File: config.mk
export PLATFORM = sky130hd
export DESIGN_NAME = ilx_load_unit
export DESIGN_NICKNAME = d
export VERILOG_FILES = /design/src/include/ilx_pkg.sv /design/src/hdl/ilx_load_unit.sv
export SDC_FILE = /design/constraint.sdc
export NUM_CORES = 1
export LEC_CHECK = 0
export ABC_AREA = 1
export BUFFER_PORTS_ARGS = -buffer_cell sky130_fd_sc_hd__buf_2
export CAP_MARGIN = 10
export CORE_UTILIZATION = 45
export CTS_CLUSTER_SIZE = 12
export DETAILED_ROUTE_END_ITERATION = 6
export HOLD_SLACK_MARGIN = 0.12
export PLACE_DENSITY = 0.77
export REMOVE_ABC_BUFFERS = 1
export SLEW_MARGIN = 20
export SYNTH_ARGS = -nofsm -noshare
export SYNTH_HDL_FRONTEND = slang
export SYNTH_SLANG_ARGS = --single-unit
File: constraint.sdc
create_clock -name sys_clk -period 2 [get_ports sys_clk]
set_input_delay 0.2 -clock sys_clk [delete_from_list [all_inputs] [get_ports sys_clk]]
set_output_delay 0.2 -clock sys_clk [all_outputs]
set_load 0.01 [all_outputs]
File: src/include/ilx_pkg.sv
// shared types and constants for the integer zero-extending load unit
package ilx_pkg;
	localparam int          XLEN      = 32;
	localparam int          REGW      = 5;
	localparam int          DISPW     = 16;
	localparam int          BYTEW     = 8;
	localparam int          HALFW     = 16;
	localparam logic [4:0]  GPR_ZERO  = 5'h00;
	localparam logic [31:0] ZERO_WORD = 32'h00000000;
	// access size code, in bytes
	localparam logic [1:0]  SIZE_BYTE = 2'h1;
	localparam logic [1:0]  SIZE_HALF = 2'h2;

	// load opcodes handled here: byte/half, displacement/indexed, plain/update
	typedef enum logic [2:0] {
		OP_LDB,
		OP_LDB_X,
		OP_LDB_U,
		OP_LDB_UX,
		OP_LDH,
		OP_LDH_X,
		OP_LDH_U,
		OP_LDH_UX
	} ilx_op_e;

	// decoded load request with register-file operands already read
	typedef struct packed {
		ilx_op_e           op;
		logic [REGW-1:0]   dest_field;
		logic [REGW-1:0]   base_reg_field;
		logic [REGW-1:0]   index_reg_field;
		logic [DISPW-1:0]  disp;
		logic [XLEN-1:0]   base_val;
		logic [XLEN-1:0]   index_val;
	} ilx_req_s;

	// memory access request
	typedef struct packed {
		logic [XLEN-1:0] addr;
		logic [1:0]      size;
	} ilx_mem_s;

	// register file write port
	typedef struct packed {
		logic            en;
		logic [REGW-1:0] idx;
		logic [XLEN-1:0] data;
	} ilx_wb_s;
endpackage

File: src/hdl/ilx_load_unit.sv
// integer byte and half-word zero-extending load execution unit
//
// What this block does
// [RQ1] displacement EA is base plus displacement
// [RQ2] indexed EA is base plus index register
// [RQ3] byte load fills low byte, rest zero
// [RQ4] half-word load fills low half, rest zero
// [RQ5] update form writes EA to base register
// [RQ6] update with base zero writes EA to register zero
// [RQ7] base equals destination keeps loaded data
// [RQ8] displacement sign-extended from 16 to 32 bits
// [RQ9] zero base field adds literal zero
// [RQ10] one or two byte access, same data
//
// bit numbering: big-endian bits 24:31 are our [7:0], bits 16:31 our [15:0].
`timescale 1ns/1ps

module ilx_load_unit (
	input  wire logic             sys_clk,    // core clock, 20 MHz
	input  wire logic             rstn,       // synchronous reset, active low
	input  wire logic             req_valid,  // decoded load offered
	input  ilx_pkg::ilx_req_s     req,        // decoded load and operands
	output logic                  req_ready,  // unit idle, request taken
	output logic                  mem_valid,  // one-cycle memory request strobe
	output ilx_pkg::ilx_mem_s     mem,        // address and size, held to next request
	input  wire logic             rsp_valid,  // memory data returned
	input  wire logic [31:0]      rsp_data,   // element right-aligned in [15:0]/[7:0]
	output ilx_pkg::ilx_wb_s      wb_dest,    // destination write, one-cycle enable
	output ilx_pkg::ilx_wb_s      wb_base     // base write-back, one-cycle enable
);
	typedef enum logic {
		ST_IDLE,
		ST_WAIT
	} ilx_state_e;

	ilx_state_e        state_ff;
	ilx_state_e        nxt_state;
	logic              ready_ff;
	logic              mem_valid_ff;
	ilx_pkg::ilx_mem_s mem_ff;
	ilx_pkg::ilx_wb_s  wb_dest_ff;
	ilx_pkg::ilx_wb_s  wb_base_ff;
	logic              half_ff;
	logic              upd_ff;
	logic [4:0]        dest_ff;
	logic [4:0]        base_idx_ff;

	// opcode decode
	wire op_half    = req.op inside {ilx_pkg::OP_LDH, ilx_pkg::OP_LDH_X,
		ilx_pkg::OP_LDH_U, ilx_pkg::OP_LDH_UX};
	wire op_indexed = req.op inside {ilx_pkg::OP_LDB_X, ilx_pkg::OP_LDB_UX,
		ilx_pkg::OP_LDH_X, ilx_pkg::OP_LDH_UX};
	wire op_update  = req.op inside {ilx_pkg::OP_LDB_U, ilx_pkg::OP_LDB_UX,
		ilx_pkg::OP_LDH_U, ilx_pkg::OP_LDH_UX};
	wire take       = ready_ff && req_valid;

	// address generation
	// [RQ9] zero base field
	wire        base_zero = (req.base_reg_field == ilx_pkg::GPR_ZERO);
	wire [31:0] base_term = base_zero ? ilx_pkg::ZERO_WORD : req.base_val;
	// [RQ8] sign-extend displacement
	wire [31:0] disp_ext  = {{(ilx_pkg::XLEN - ilx_pkg::DISPW){req.disp[15]}}, req.disp};
	// [RQ1] [RQ2] base plus displacement or index; carry out is dropped (wraps)
	wire [31:0] offset    = op_indexed ? req.index_val : disp_ext;
	wire [31:0] eff_addr  = base_term + offset;
	// [RQ10] one or two byte access
	wire [1:0]  acc_size  = op_half ? ilx_pkg::SIZE_HALF : ilx_pkg::SIZE_BYTE;
	// [RQ7] same base and destination: the loaded value wins, no EA write
	// [RQ6] base zero still updates, writing register zero
	wire        upd_keep  = op_update && (req.base_reg_field != req.dest_field);

	// [RQ3] [RQ4] zero-extend returned element
	wire [31:0] load_val  = half_ff ?
		{{(ilx_pkg::XLEN - ilx_pkg::HALFW){1'b0}}, rsp_data[15:0]} :
		{{(ilx_pkg::XLEN - ilx_pkg::BYTEW){1'b0}}, rsp_data[7:0]};
	wire        done      = (state_ff == ST_WAIT) && rsp_valid;

	// sequencing: one load in flight, ready drops until data returns
	always_comb begin
		nxt_state = state_ff;
		case (state_ff)
			ST_IDLE: begin
				if (take) begin
					nxt_state = ST_WAIT;
				end
			end
			ST_WAIT: begin
				if (rsp_valid) begin
					nxt_state = ST_IDLE;
				end
			end
			default: begin
				nxt_state = ST_IDLE;
			end
		endcase
	end

	// state, handshake and memory request
	always_ff @(posedge sys_clk) begin
		if (!rstn) begin
			state_ff     <= ST_IDLE;
			ready_ff     <= 1'b0;
			mem_valid_ff <= 1'b0;
			mem_ff       <= '0;
		end else begin
			state_ff     <= nxt_state;
			ready_ff     <= (nxt_state == ST_IDLE);
			mem_valid_ff <= take;
			if (take) begin
				mem_ff <= '{addr: eff_addr, size: acc_size};
			end
		end
	end

	// per-load context captured at issue
	always_ff @(posedge sys_clk) begin
		if (!rstn) begin
			half_ff     <= 1'b0;
			upd_ff      <= 1'b0;
			dest_ff     <= 5'h00;
			base_idx_ff <= 5'h00;
		end else if (take) begin
			half_ff     <= op_half;
			upd_ff      <= upd_keep;
			dest_ff     <= req.dest_field;
			base_idx_ff <= req.base_reg_field;
		end
	end

	// write-back pulses on data return
	// [RQ5] EA to base, element to destination
	always_ff @(posedge sys_clk) begin
		if (!rstn) begin
			wb_dest_ff <= '0;
			wb_base_ff <= '0;
		end else begin
			wb_dest_ff <= '{en: done, idx: dest_ff, data: load_val};
			wb_base_ff <= '{en: done && upd_ff, idx: base_idx_ff, data: mem_ff.addr};
		end
	end

	assign req_ready = ready_ff;
	assign mem_valid = mem_valid_ff;
	assign mem       = mem_ff;
	assign wb_dest   = wb_dest_ff;
	assign wb_base   = wb_base_ff;
endmodule

==> flow_summary.ini, run 1 <==
[timing]
setup_ws_ns = 0.0101
rsz0062_at_grt = yes
setup_viol = 0
final.min_clock_period_ns = 1.99
slew_headroom = 0.659
post-route-period-util = 0.995
hold_viol_final = 0
fmax_mhz = 503
drv_slew = 0
worst_slew_pin_slew_ns = 0.510
skew_ns = 0.00416
fin_setup_tns_ns = 0

[clock_tree]
cts_tree = yes
ctsHtreeMaxLevel = 3
insertion_delay_ns = 0.34
cts_root_buffer = clkbuf_16
clk_path_buf_depth = 2
clk_pin_slew_ns = 0.07
clock_sinks = 108
cts_made_buffers = 9

[finish]
syn2layout_area_growth_pct = 47.7
fillers = 1192
final_cell_mix = nand2_1, inv_1, buf_2, dfxtp_1, buf_4
final_util = 0.680
final_net_count = 1494
drive_above_1_share = 0.345
n_antenna_cell = 0
layout_commonest_cell = nand2_1

[critical_path]
reg2regPathDepth = 5
worstReg2RegEnd = req_ready$_SDFF_PN0_
crit_start = req[85]
reg2reg_from = req_ready$_SDFF_PN0_
r2r_setup_slack_ns = 0.49
crit_arrival_ns = 2.23
worst_ep_required_time_ns = 2.24
path_max_fanout = 8
critPathLaunchType = input port
crit_type = in -> reg
critPathCaptureType = flip-flop
crit_end = mem[6]$_SDFFE_PN0P_

[grt]
grt_pass1_wl_um = 29200
grt_pass1_vias = 6341
grt_antenna_before_repair = 0
grt_overflow = 0
grt_max_degree = 35
grt_util_all_layers = 0.252

[synthesis]
netlist_area_um2 = 6390
yosys.cell_types.count = 30
synth_warnings = 0
postSynthCellCount = 1042
synth.avg_cell_area_um2 = 6.13
ys_ff_latch = 108
yosysSeqAreaShare = 0.338

[power_and_ir_drop]
peakVddDrop_v = 0.000423
power.total_mw = 6.50
powerDensity_nw_per_um2 = 689
p_leak_nw = 5.96

[floorplan]
rows = 43
core_um2 = 13900
start_util = 0.460
io_pins = 246
die_y_um = 121
die_x_um = 121
die-area_um2 = 14700

[run]
cap_violations = 0

[routing]
ant_nets = 0
wl_per_cell_um = 12.6
routed.top_layer = met4
first_pass_iters = 5
wl_met1_um = 8590
vias = 6897
drt-initial-drc-count = 363
drc_errors = 0
dr_wl_met2_um = 9160
avgViaCountPerCell = 4.56
wirelength_um = 19100
wl_met3_um = 1010

[placed_design]
portBuffers = 208
pre_cts_ws_ns = -0.463
dp_hpwl_um = 13900
place_congestion = 0.933

[run_status]
status = finished, final reports clean

[hold_path]
hold_class = in -> reg
==> power breakdown <==
group	switching [mW]	total, mW	internal, mW	leakage (nW)
combinational	1.23	2.17	0.944	4.91
clock	0.759	1.98	1.22	0.161
sequential	0.0555	2.35	2.30	0.885
==> synthesized netlist by cell type <==
cell      count  area share
a21o_1        1      0.0012
a21oi_1      32       0.025
a22oi_1       3      0.0035
and2_0        1     0.00098
buf_2         6      0.0047
buf_4        19       0.022
clkbuf_1     14      0.0082
clkinv_1      1     0.00059
conb_1        1     0.00059
dfxtp_1     108        0.34
fa_1          1      0.0031
ha_1         31       0.061
inv_1       238        0.14
inv_2         3      0.0018
nand2_1     408        0.24
nand2_2       8      0.0078
nand3_1      39       0.031
nand3_2       6      0.0094
nand4_1       5      0.0049
nor2_1       61       0.036
nor2_2        4      0.0039
nor3_1        2      0.0016
nor3_2        1      0.0016
nor3b_1       1      0.0012
o21ai_0       9      0.0070
o21ai_1       5      0.0039
o21bai_1      3      0.0035
o22ai_1      11       0.011
xnor2_1       6      0.0082
xor2_1       14       0.019
==> area by class of cell <==
cell class	instances	area [µm²]	share of cell area
clock buffer	9	225	0.0239
clock inverter	7	115	0.0122
inverter	242	908	0.0962
multi-input combinational	668	3920	0.415
sequential	108	2160	0.229
tap	180	225	0.0239
timing repair buffer	299	1880	0.199
==> cell families after synthesis <==
group                      synth area share
AOI/OAI and AO/OA                    0.0550
xor gates and xnor gates             0.0274
adders and majority gates            0.0638
buffers and inverters                 0.177
DFF                                   0.338
other                              0.000587
and+or+nand+nor                       0.337
==> sequential cells by signal, summed over array words and instances, names as in the netlist <==
signal / count
base_idx_ff: 5
dest_ff: 5
mem: 34
mem_valid: 1
req_ready: 1
state_ff: 1
upd_ff: 1
wb_base: 38
wb_dest: 22
==> routing by layer <==
layer,up-vias,track usage
met1,3029,0.323
met2,234,0.440
met3,28,0.0310
li1,3606,-
met4,0,0.0733
met5,-,0
==> critical path: stages <==
cell and delay [ns]:
buf_8 0.10, nor2_4 0.09, nand4_1 0.09, buf_6 0.16, buf_12 0.15, nand2_4 0.07
inv_2 0.04, ha_4 0.16, fa_2 0.37, nand3_2 0.10, nand3_4 0.10, buf_4 0.15
buf_4 0.14, xor2_1 0.14, o22ai_1 0.10, inv_1 0.05
==> repair_timing <==
item | 4_1_cts | 5_1_grt
buffers inserted | 2 | 5
hold endpoints to repair | 18 | 0
hold buffers | 17 | 0
setup endpoints to repair | 19 | 28
gates resized for setup | 52 | 136
gates cloned | 1 | 1
pin swaps | 5 | 45
==> worst min path at each step <==
stage                      from                       to  cells after the start
global route            req[90]  dest_ff[0]$_SDFFE_PN0P_                      3
floorplan               req[97]      mem[0]$_SDFFE_PN0P_                      1
detailed placement  rsp_data[6]    wb_dest[6]$_SDFF_PN0_                      3
finish                  req[92]  dest_ff[2]$_SDFFE_PN0P_                      3
global placement    rsp_data[0]    wb_dest[0]$_SDFF_PN0_                      3
CTS                     req[92]  dest_ff[2]$_SDFFE_PN0P_                      3
==> through the flow <==
stage / instance area [µm²] / hold WS, ns / cells
floorplan: 6220 / 0.289 / 1018
global placement: 8030 / 0.379 / 1471
detailed placement: 8030 / 0.386 / 1471
CTS: 8840 / 0.134 / 1507
global route: 9440 / 0.143 / 1513
finish: 9440 / 0.138 / 1513
(Power assumes the default switching activity.)
==> inputs of run 2 (changes only) <==
- BUFFER_PORTS_ARGS: -buffer_cell sky130_fd_sc_hd__buf_2 -> -buffer_cell sky130_fd_sc_hd__buf_4
==> run 2 against run 1 <==
The flow now finishes with violations (setup timing); worst setup slack lost 0.024 ns; wire length rose by 1.6%; register-to-register slack got worse by 0.09 ns; global-route usage about the same; clock skew rose by 0.0021 ns; core utilization is 5.1 points higher; die area unchanged; combinational power up 12%; via count increased by 0.88%; first-iteration DRC count shrank 6.6%; largest cell class unchanged; largest power group is now combinational logic.
==> flow_summary.ini, run 2 (same netlist as run 1, synthesis figures left out) <==
[run_status]
status = complete, but fails checks
violations = setup timing

[critical_path]
reg2regPathDepth = 7
crit_buf_inv = 6
cp_slowest_cell = fa_2
crit_start = req[85]
path_max_fanout = 8
worstPathCellList = buf_8 -> nor2_4 -> nand4_1 -> buf_6 -> buf_12 -> nand2_4 -> inv_2 -> ha_4 -> fa_2 -> nand3_2 -> nand3_4 -> nand3_2 -> nand3_4 -> buf_6 -> xor2_1 -> o22ai_1 -> inv_1
critPathCaptureType = flip-flop
worst_ep_required_time_ns = 2.23
critPathLaunchType = input port
worstReg2RegEnd = mem[20]$_SDFFE_PN0P_
reg2reg_from = req_ready$_SDFF_PN0_
crit_arrival_ns = 2.24
cp_slowest_stage_delay_ns = 0.36
r2r_setup_slack_ns = 0.40
crit_type = in -> reg
path_delay_family = simple AND/OR/NAND/NOR gates

[finish]
n_antenna_cell = 0
drive_above_1_share = 0.374
fillers = 1114
layout_commonest_cell = nand2_1
final_net_count = 1498
finalInstanceArea_um2 = 10100
final_util = 0.731
final_cell_mix = nand2_1, buf_4, inv_1, dfxtp_1, nand2_2
largest_register_ff_count = 38
syn2layout_area_growth_pct = 58.8

[floorplan]
die-area_um2 = 14700
io_pins = 246
start_util = 0.460
core_um2 = 13900
die_y_um = 121
rows = 43
die_x_um = 121

[routing]
drc_errors = 0
first_pass_iters = 4
wirelength_um = 19400
avgViaCountPerCell = 4.59
ant_nets = 0
drt-initial-drc-count = 339
wl_per_cell_um = 12.8
vias = 6958

[timing]
slew_headroom = 0.664
fin_setup_tns_ns = -0.0135
worst_slew_pin_slew_ns = 0.503
drv_slew = 0
fmax_mhz = 497
hold_viol_final = 0
final.min_clock_period_ns = 2.01
setup_ws_ns = -0.0135
post-route-period-util = 1.01
rsz0062_at_grt = yes
skew_ns = 0.00627
setup_viol = 1

[clock_tree]
cts_tree = yes
cts_root_buffer = clkbuf_16
insertion_delay_ns = 0.34
ctsHtreeMaxLevel = 3
clock_sinks = 108
clk_path_buf_depth = 2
cts_made_buffers = 9
clk_pin_slew_ns = 0.07

[power_and_ir_drop]
powerDensity_nw_per_um2 = 654
seq_power_share = 0.355
clkPwrFrac = 0.278
p_leak_nw = 6.14
peakVddDrop_v = 0.000399
swShare = 0.319
p_int_mw = 4.52
power.total_mw = 6.64
power_switching_mw = 2.12
combPwrFrac = 0.367

[placed_design]
place_congestion = 0.909
dpl_cell_area_um2 = 8540
dp_hpwl_um = 13900
portBuffers = 208

[grt]
grt_pass1_wl_um = 29400
grt_max_degree = 34
grt_util_all_layers = 0.251
grt_overflow = 0
grt_antenna_before_repair = 0
grt_pass1_vias = 6296

[hold_path]
hold_path_depth = 3
min_to = dest_ff[2]$_SDFFE_PN0P_
worstHoldStart = req[92]
hold_class = in -> reg

[run]
cap_violations = 0
[run 2: cell types whose count changed in the layout (fill, tap and decap cells not counted), moves of 7 or more]
cell	delta
inv_2	+7
nand2_1	-12
a21oi_1	-7
buf_4	+211
buf_2	-206
nand2_4	+13
inv_1	-7
[run 2: area by class of cell]
class | instances | area, µm² | share of cell area
flip-flops and latches | 108 | 2160 | 0.213
multi-input cells | 668 | 4140 | 0.408
inverters | 242 | 908 | 0.0895
clock inverters | 6 | 87.6 | 0.00863
clock buffers | 10 | 229 | 0.0226
well taps | 180 | 225 | 0.0222
repair buffers | 303 | 2400 | 0.236
[run 2: worst register-to-register path, stage by stage (launching register included)]
cell	delay [ns]
dfxtp_1	0.31
nand2_1	0.10
buf_4	0.30
nor2_2	0.08
inv_2	0.38
nand2_1	0.16
o21ai_1	0.11
inv_1	0.04
[run 2: worst max-delay path by stage]
stage	cells after the start	end	slack (ns)
2_1_floorplan	14	mem[18]$_SDFFE_PN0P_	-0.74
3_3_place_gp	18	mem[22]$_SDFFE_PN0P_	-0.46
3_5_place_dp	16	mem[18]$_SDFFE_PN0P_	-0.51
4_1_cts	20	mem[24]$_SDFFE_PN0P_	0.006
5_1_grt	20	mem[32]$_SDFFE_PN0P_	-0.12
6_report	17	mem[14]$_SDFFE_PN0P_	-0.01
[run 2: per-layer routing]
metal / GRT usage / vias up / routed length [µm]
li1: - / 3597 / -
met1: 0.329 / 3102 / 8590
met2: 0.431 / 227 / 9300
met3: 0.0338 / 32 / 1160
met4: 0.0679 / 0 / 390
met5: 0 / - / 0
[run 2: power by group through the flow]
stage	Clock [mW]	Combinational, mW	Sequential (mW)
after floorplan	0	0.935	2.46
after global placement	0	1.85	2.40
after detailed placement	0	1.87	2.40
after CTS	1.88	2.05	2.36
after global routing	1.98	2.66	2.37
final	1.85	2.43	2.36
[run 2: timing repair]
item,CTS,global route
cloned,1,1
endpoints found under the hold margin,18,0
hold buffers,17,0
setup endpoints to repair,24,27
buffers inserted,4,6
gates resized for setup,64,173
pin swaps,10,65
[run 2: metrics by stage]
| stage | hold slack [ns] | setup WS (ns) | std cells |
|---|---|---|---|
| final | 0.130 | -0.0135 | 1517 |
| after global routing | 0.126 | -0.120 | 1517 |
| after CTS | 0.121 | 0.00630 | 1511 |
| after detailed placement | 0.385 | -0.510 | 1473 |
| after global placement | 0.380 | -0.464 | 1473 |
| after floorplan | 0.289 | -0.736 | 1018 |
==> inputs of run 3 (changes only) <==
- CORE_ASPECT_RATIO: not set -> 1.1
- GPL_TIMING_DRIVEN: not set -> 0
==> run 3 against run 2 <==
The flow finishes with violations (DRC, setup timing); critical path type unchanged; flip-flop and latch count did not move; worst setup slack got worse by 0.18 ns; global-route usage grew 0.75 points; via count grew 4.4%; final cell count fell by 1.7%; power rose by 4.9%; hold slack gained 0.0060 ns; sequential power is essentially flat; combinational power increased by 7%; first-iteration DRC count up 41%; wire length rose by 12%; core utilization is 1.7 points higher.
==> flow_summary.ini, run 3 (same netlist as run 1, synthesis figures left out) <==
[run_status]
status = complete, but fails checks
violations = DRC, setup timing

[routing]
wl_per_cell_um = 14.6
drt-initial-drc-count = 477
ant_nets = 0
vias = 7263
wirelength_um = 21800
drc_errors = 5
first_pass_iters = 7
avgViaCountPerCell = 4.87

[critical_path]
worstReg2RegEnd = mem[15]$_SDFFE_PN0P_
path_max_fanout = 7
r2r_setup_slack_ns = 0.24
reg2reg_from = req_ready$_SDFF_PN0_
crit_type = in -> reg
critPathCaptureType = flip-flop
worst_ep_required_time_ns = 2.28
critPathLaunchType = input port
crit_arrival_ns = 2.47
reg2regPathDepth = 6

[timing]
setup_ws_ns = -0.190
hold_viol_final = 0
final.min_clock_period_ns = 2.19
drv_slew = 0
hold_slack_ns = 0.136
worst_slew_pin_slew_ns = 0.604
fin_setup_tns_ns = -1.55
skew_ns = 0.00631
fmax_mhz = 457
post-route-period-util = 1.09
slew_headroom = 0.596
setup_viol = 23
rsz0062_at_grt = yes

[placed_design]
portBuffers = 208
pre_cts_ws_ns = -0.802
dp_hpwl_um = 13100
place_congestion = 0.890

[finish]
layout_commonest_cell = nand2_1
final_net_count = 1465
drive_above_1_share = 0.411
n_antenna_cell = 0
largest_register_ff_count = 38
final_cell_mix = nand2_1, buf_4, inv_1, dfxtp_1, nand2_2
syn2layout_area_growth_pct = 62.2

[hold_path]
hold_path_depth = 3
min_to = wb_dest[37]$_SDFF_PN0_
worstHoldStart = rsp_valid
hold_class = in -> reg

[floorplan]
die_y_um = 127
start_util = 0.461
io_pins = 246
die_x_um = 116
die-area_um2 = 14700
rows = 45
core_um2 = 13900

[clock_tree]
clk_pin_slew_ns = 0.07
clock_sinks = 108
cts_root_buffer = clkbuf_16
insertion_delay_ns = 0.34
cts_made_buffers = 9
ctsHtreeMaxLevel = 3
clk_path_buf_depth = 2
cts_tree = yes

[grt]
grt_antenna_before_repair = 0
grt_util_all_layers = 0.259
grt_pass1_wl_um = 30200
grt_max_degree = 56
grt_overflow = 0
grt_pass1_vias = 6536

[power_and_ir_drop]
powerDensity_nw_per_um2 = 672
p_leak_nw = 6.07
peakVddDrop_v = 0.000435

[run]
cap_violations = 0
[run 3: changes by cell type in the layout (fill, tap and decap cells not counted), moves of 4 or more]
cell / delta
inv_2: +11
nand2_2: +22
nand2_1: -37
xor2_1: -5
nand2_4: +12
xor2_2: +4
nand3_1: -11
a21oi_2: -4
inv_4: +5
nand3_2: +8
buf_4: -37
nor2_4: +9
inv_1: -15
nor2_2: -7
[run 3: layout make-up]
cell class / instances / area, µm²
timing repair buffer: 270 / 2190
fill: 989 / 3480
inverter: 242 / 921
clock buffer: 10 / 239
sequential: 108 / 2160
clock inverter: 5 / 109
multi-input combinational: 668 / 4510
tap: 188 / 235
[run 3: power breakdown]
group | switching [mW] | internal (mW) | total, mW
clock | 0.754 | 1.26 | 2.01
combinational | 1.47 | 1.12 | 2.60
sequential | 0.0564 | 2.30 | 2.35
[run 3: how the worst max path moves through the flow]
stage,slack [ns],startpoint,depth (start not counted),to
floorplan,-0.74,req[89],14,mem[18]$_SDFFE_PN0P_
detailed placement,-0.80,req[89],18,mem[22]$_SDFFE_PN0P_
finish,-0.19,req[89],17,mem[14]$_SDFFE_PN0P_
CTS,-0.08,req[89],21,mem[19]$_SDFFE_PN0P_
global route,-0.28,req[89],17,mem[14]$_SDFFE_PN0P_
global placement,-1.79,req[89],17,mem[22]$_SDFFE_PN0P_
[run 3: per-stage QoR]
step | utilization | cell area [µm²] | instances | power [mW]
after floorplan | - | 6220 | 1018 | 3.39
after global placement | 0.579 | 8020 | 1414 | 4.03
after detailed placement | 0.580 | 8040 | 1416 | 4.06
after CTS | 0.701 | 9710 | 1476 | 6.55
after global routing | 0.748 | 10400 | 1491 | 7.28
final | 0.748 | 10400 | 1491 | 6.96
[run 3: what timing repair did]
item | CTS | global route
endpoints found under the hold margin | 19 | 0
buffers inserted | 25 | 15
endpoints found under the setup margin | 47 | 35
pin swaps | 44 | 57
hold buffers | 18 | 0
gates resized for setup | 217 | 141
gates cloned | 2 | 1
[run 3: worst max-delay path: stages]
cell and delay [ns]:
buf_8 0.10, nor2_4 0.09, nand4_1 0.16, buf_6 0.23, buf_12 0.16, nand2_2 0.07
inv_2 0.05, ha_4 0.33, buf_4 0.13, nand3_2 0.09, nand3_4 0.11, nand3_4 0.08
nand3_4 0.11, buf_6 0.11, xor2_1 0.23, o22ai_1 0.11, inv_1 0.09
[run 3: per-layer routing]
layer	global-route usage	part of all wire
met3	0.0327	0.063
met5	0	0
met1	0.298	0.38
met2	0.472	0.50
met4	0.119	0.056
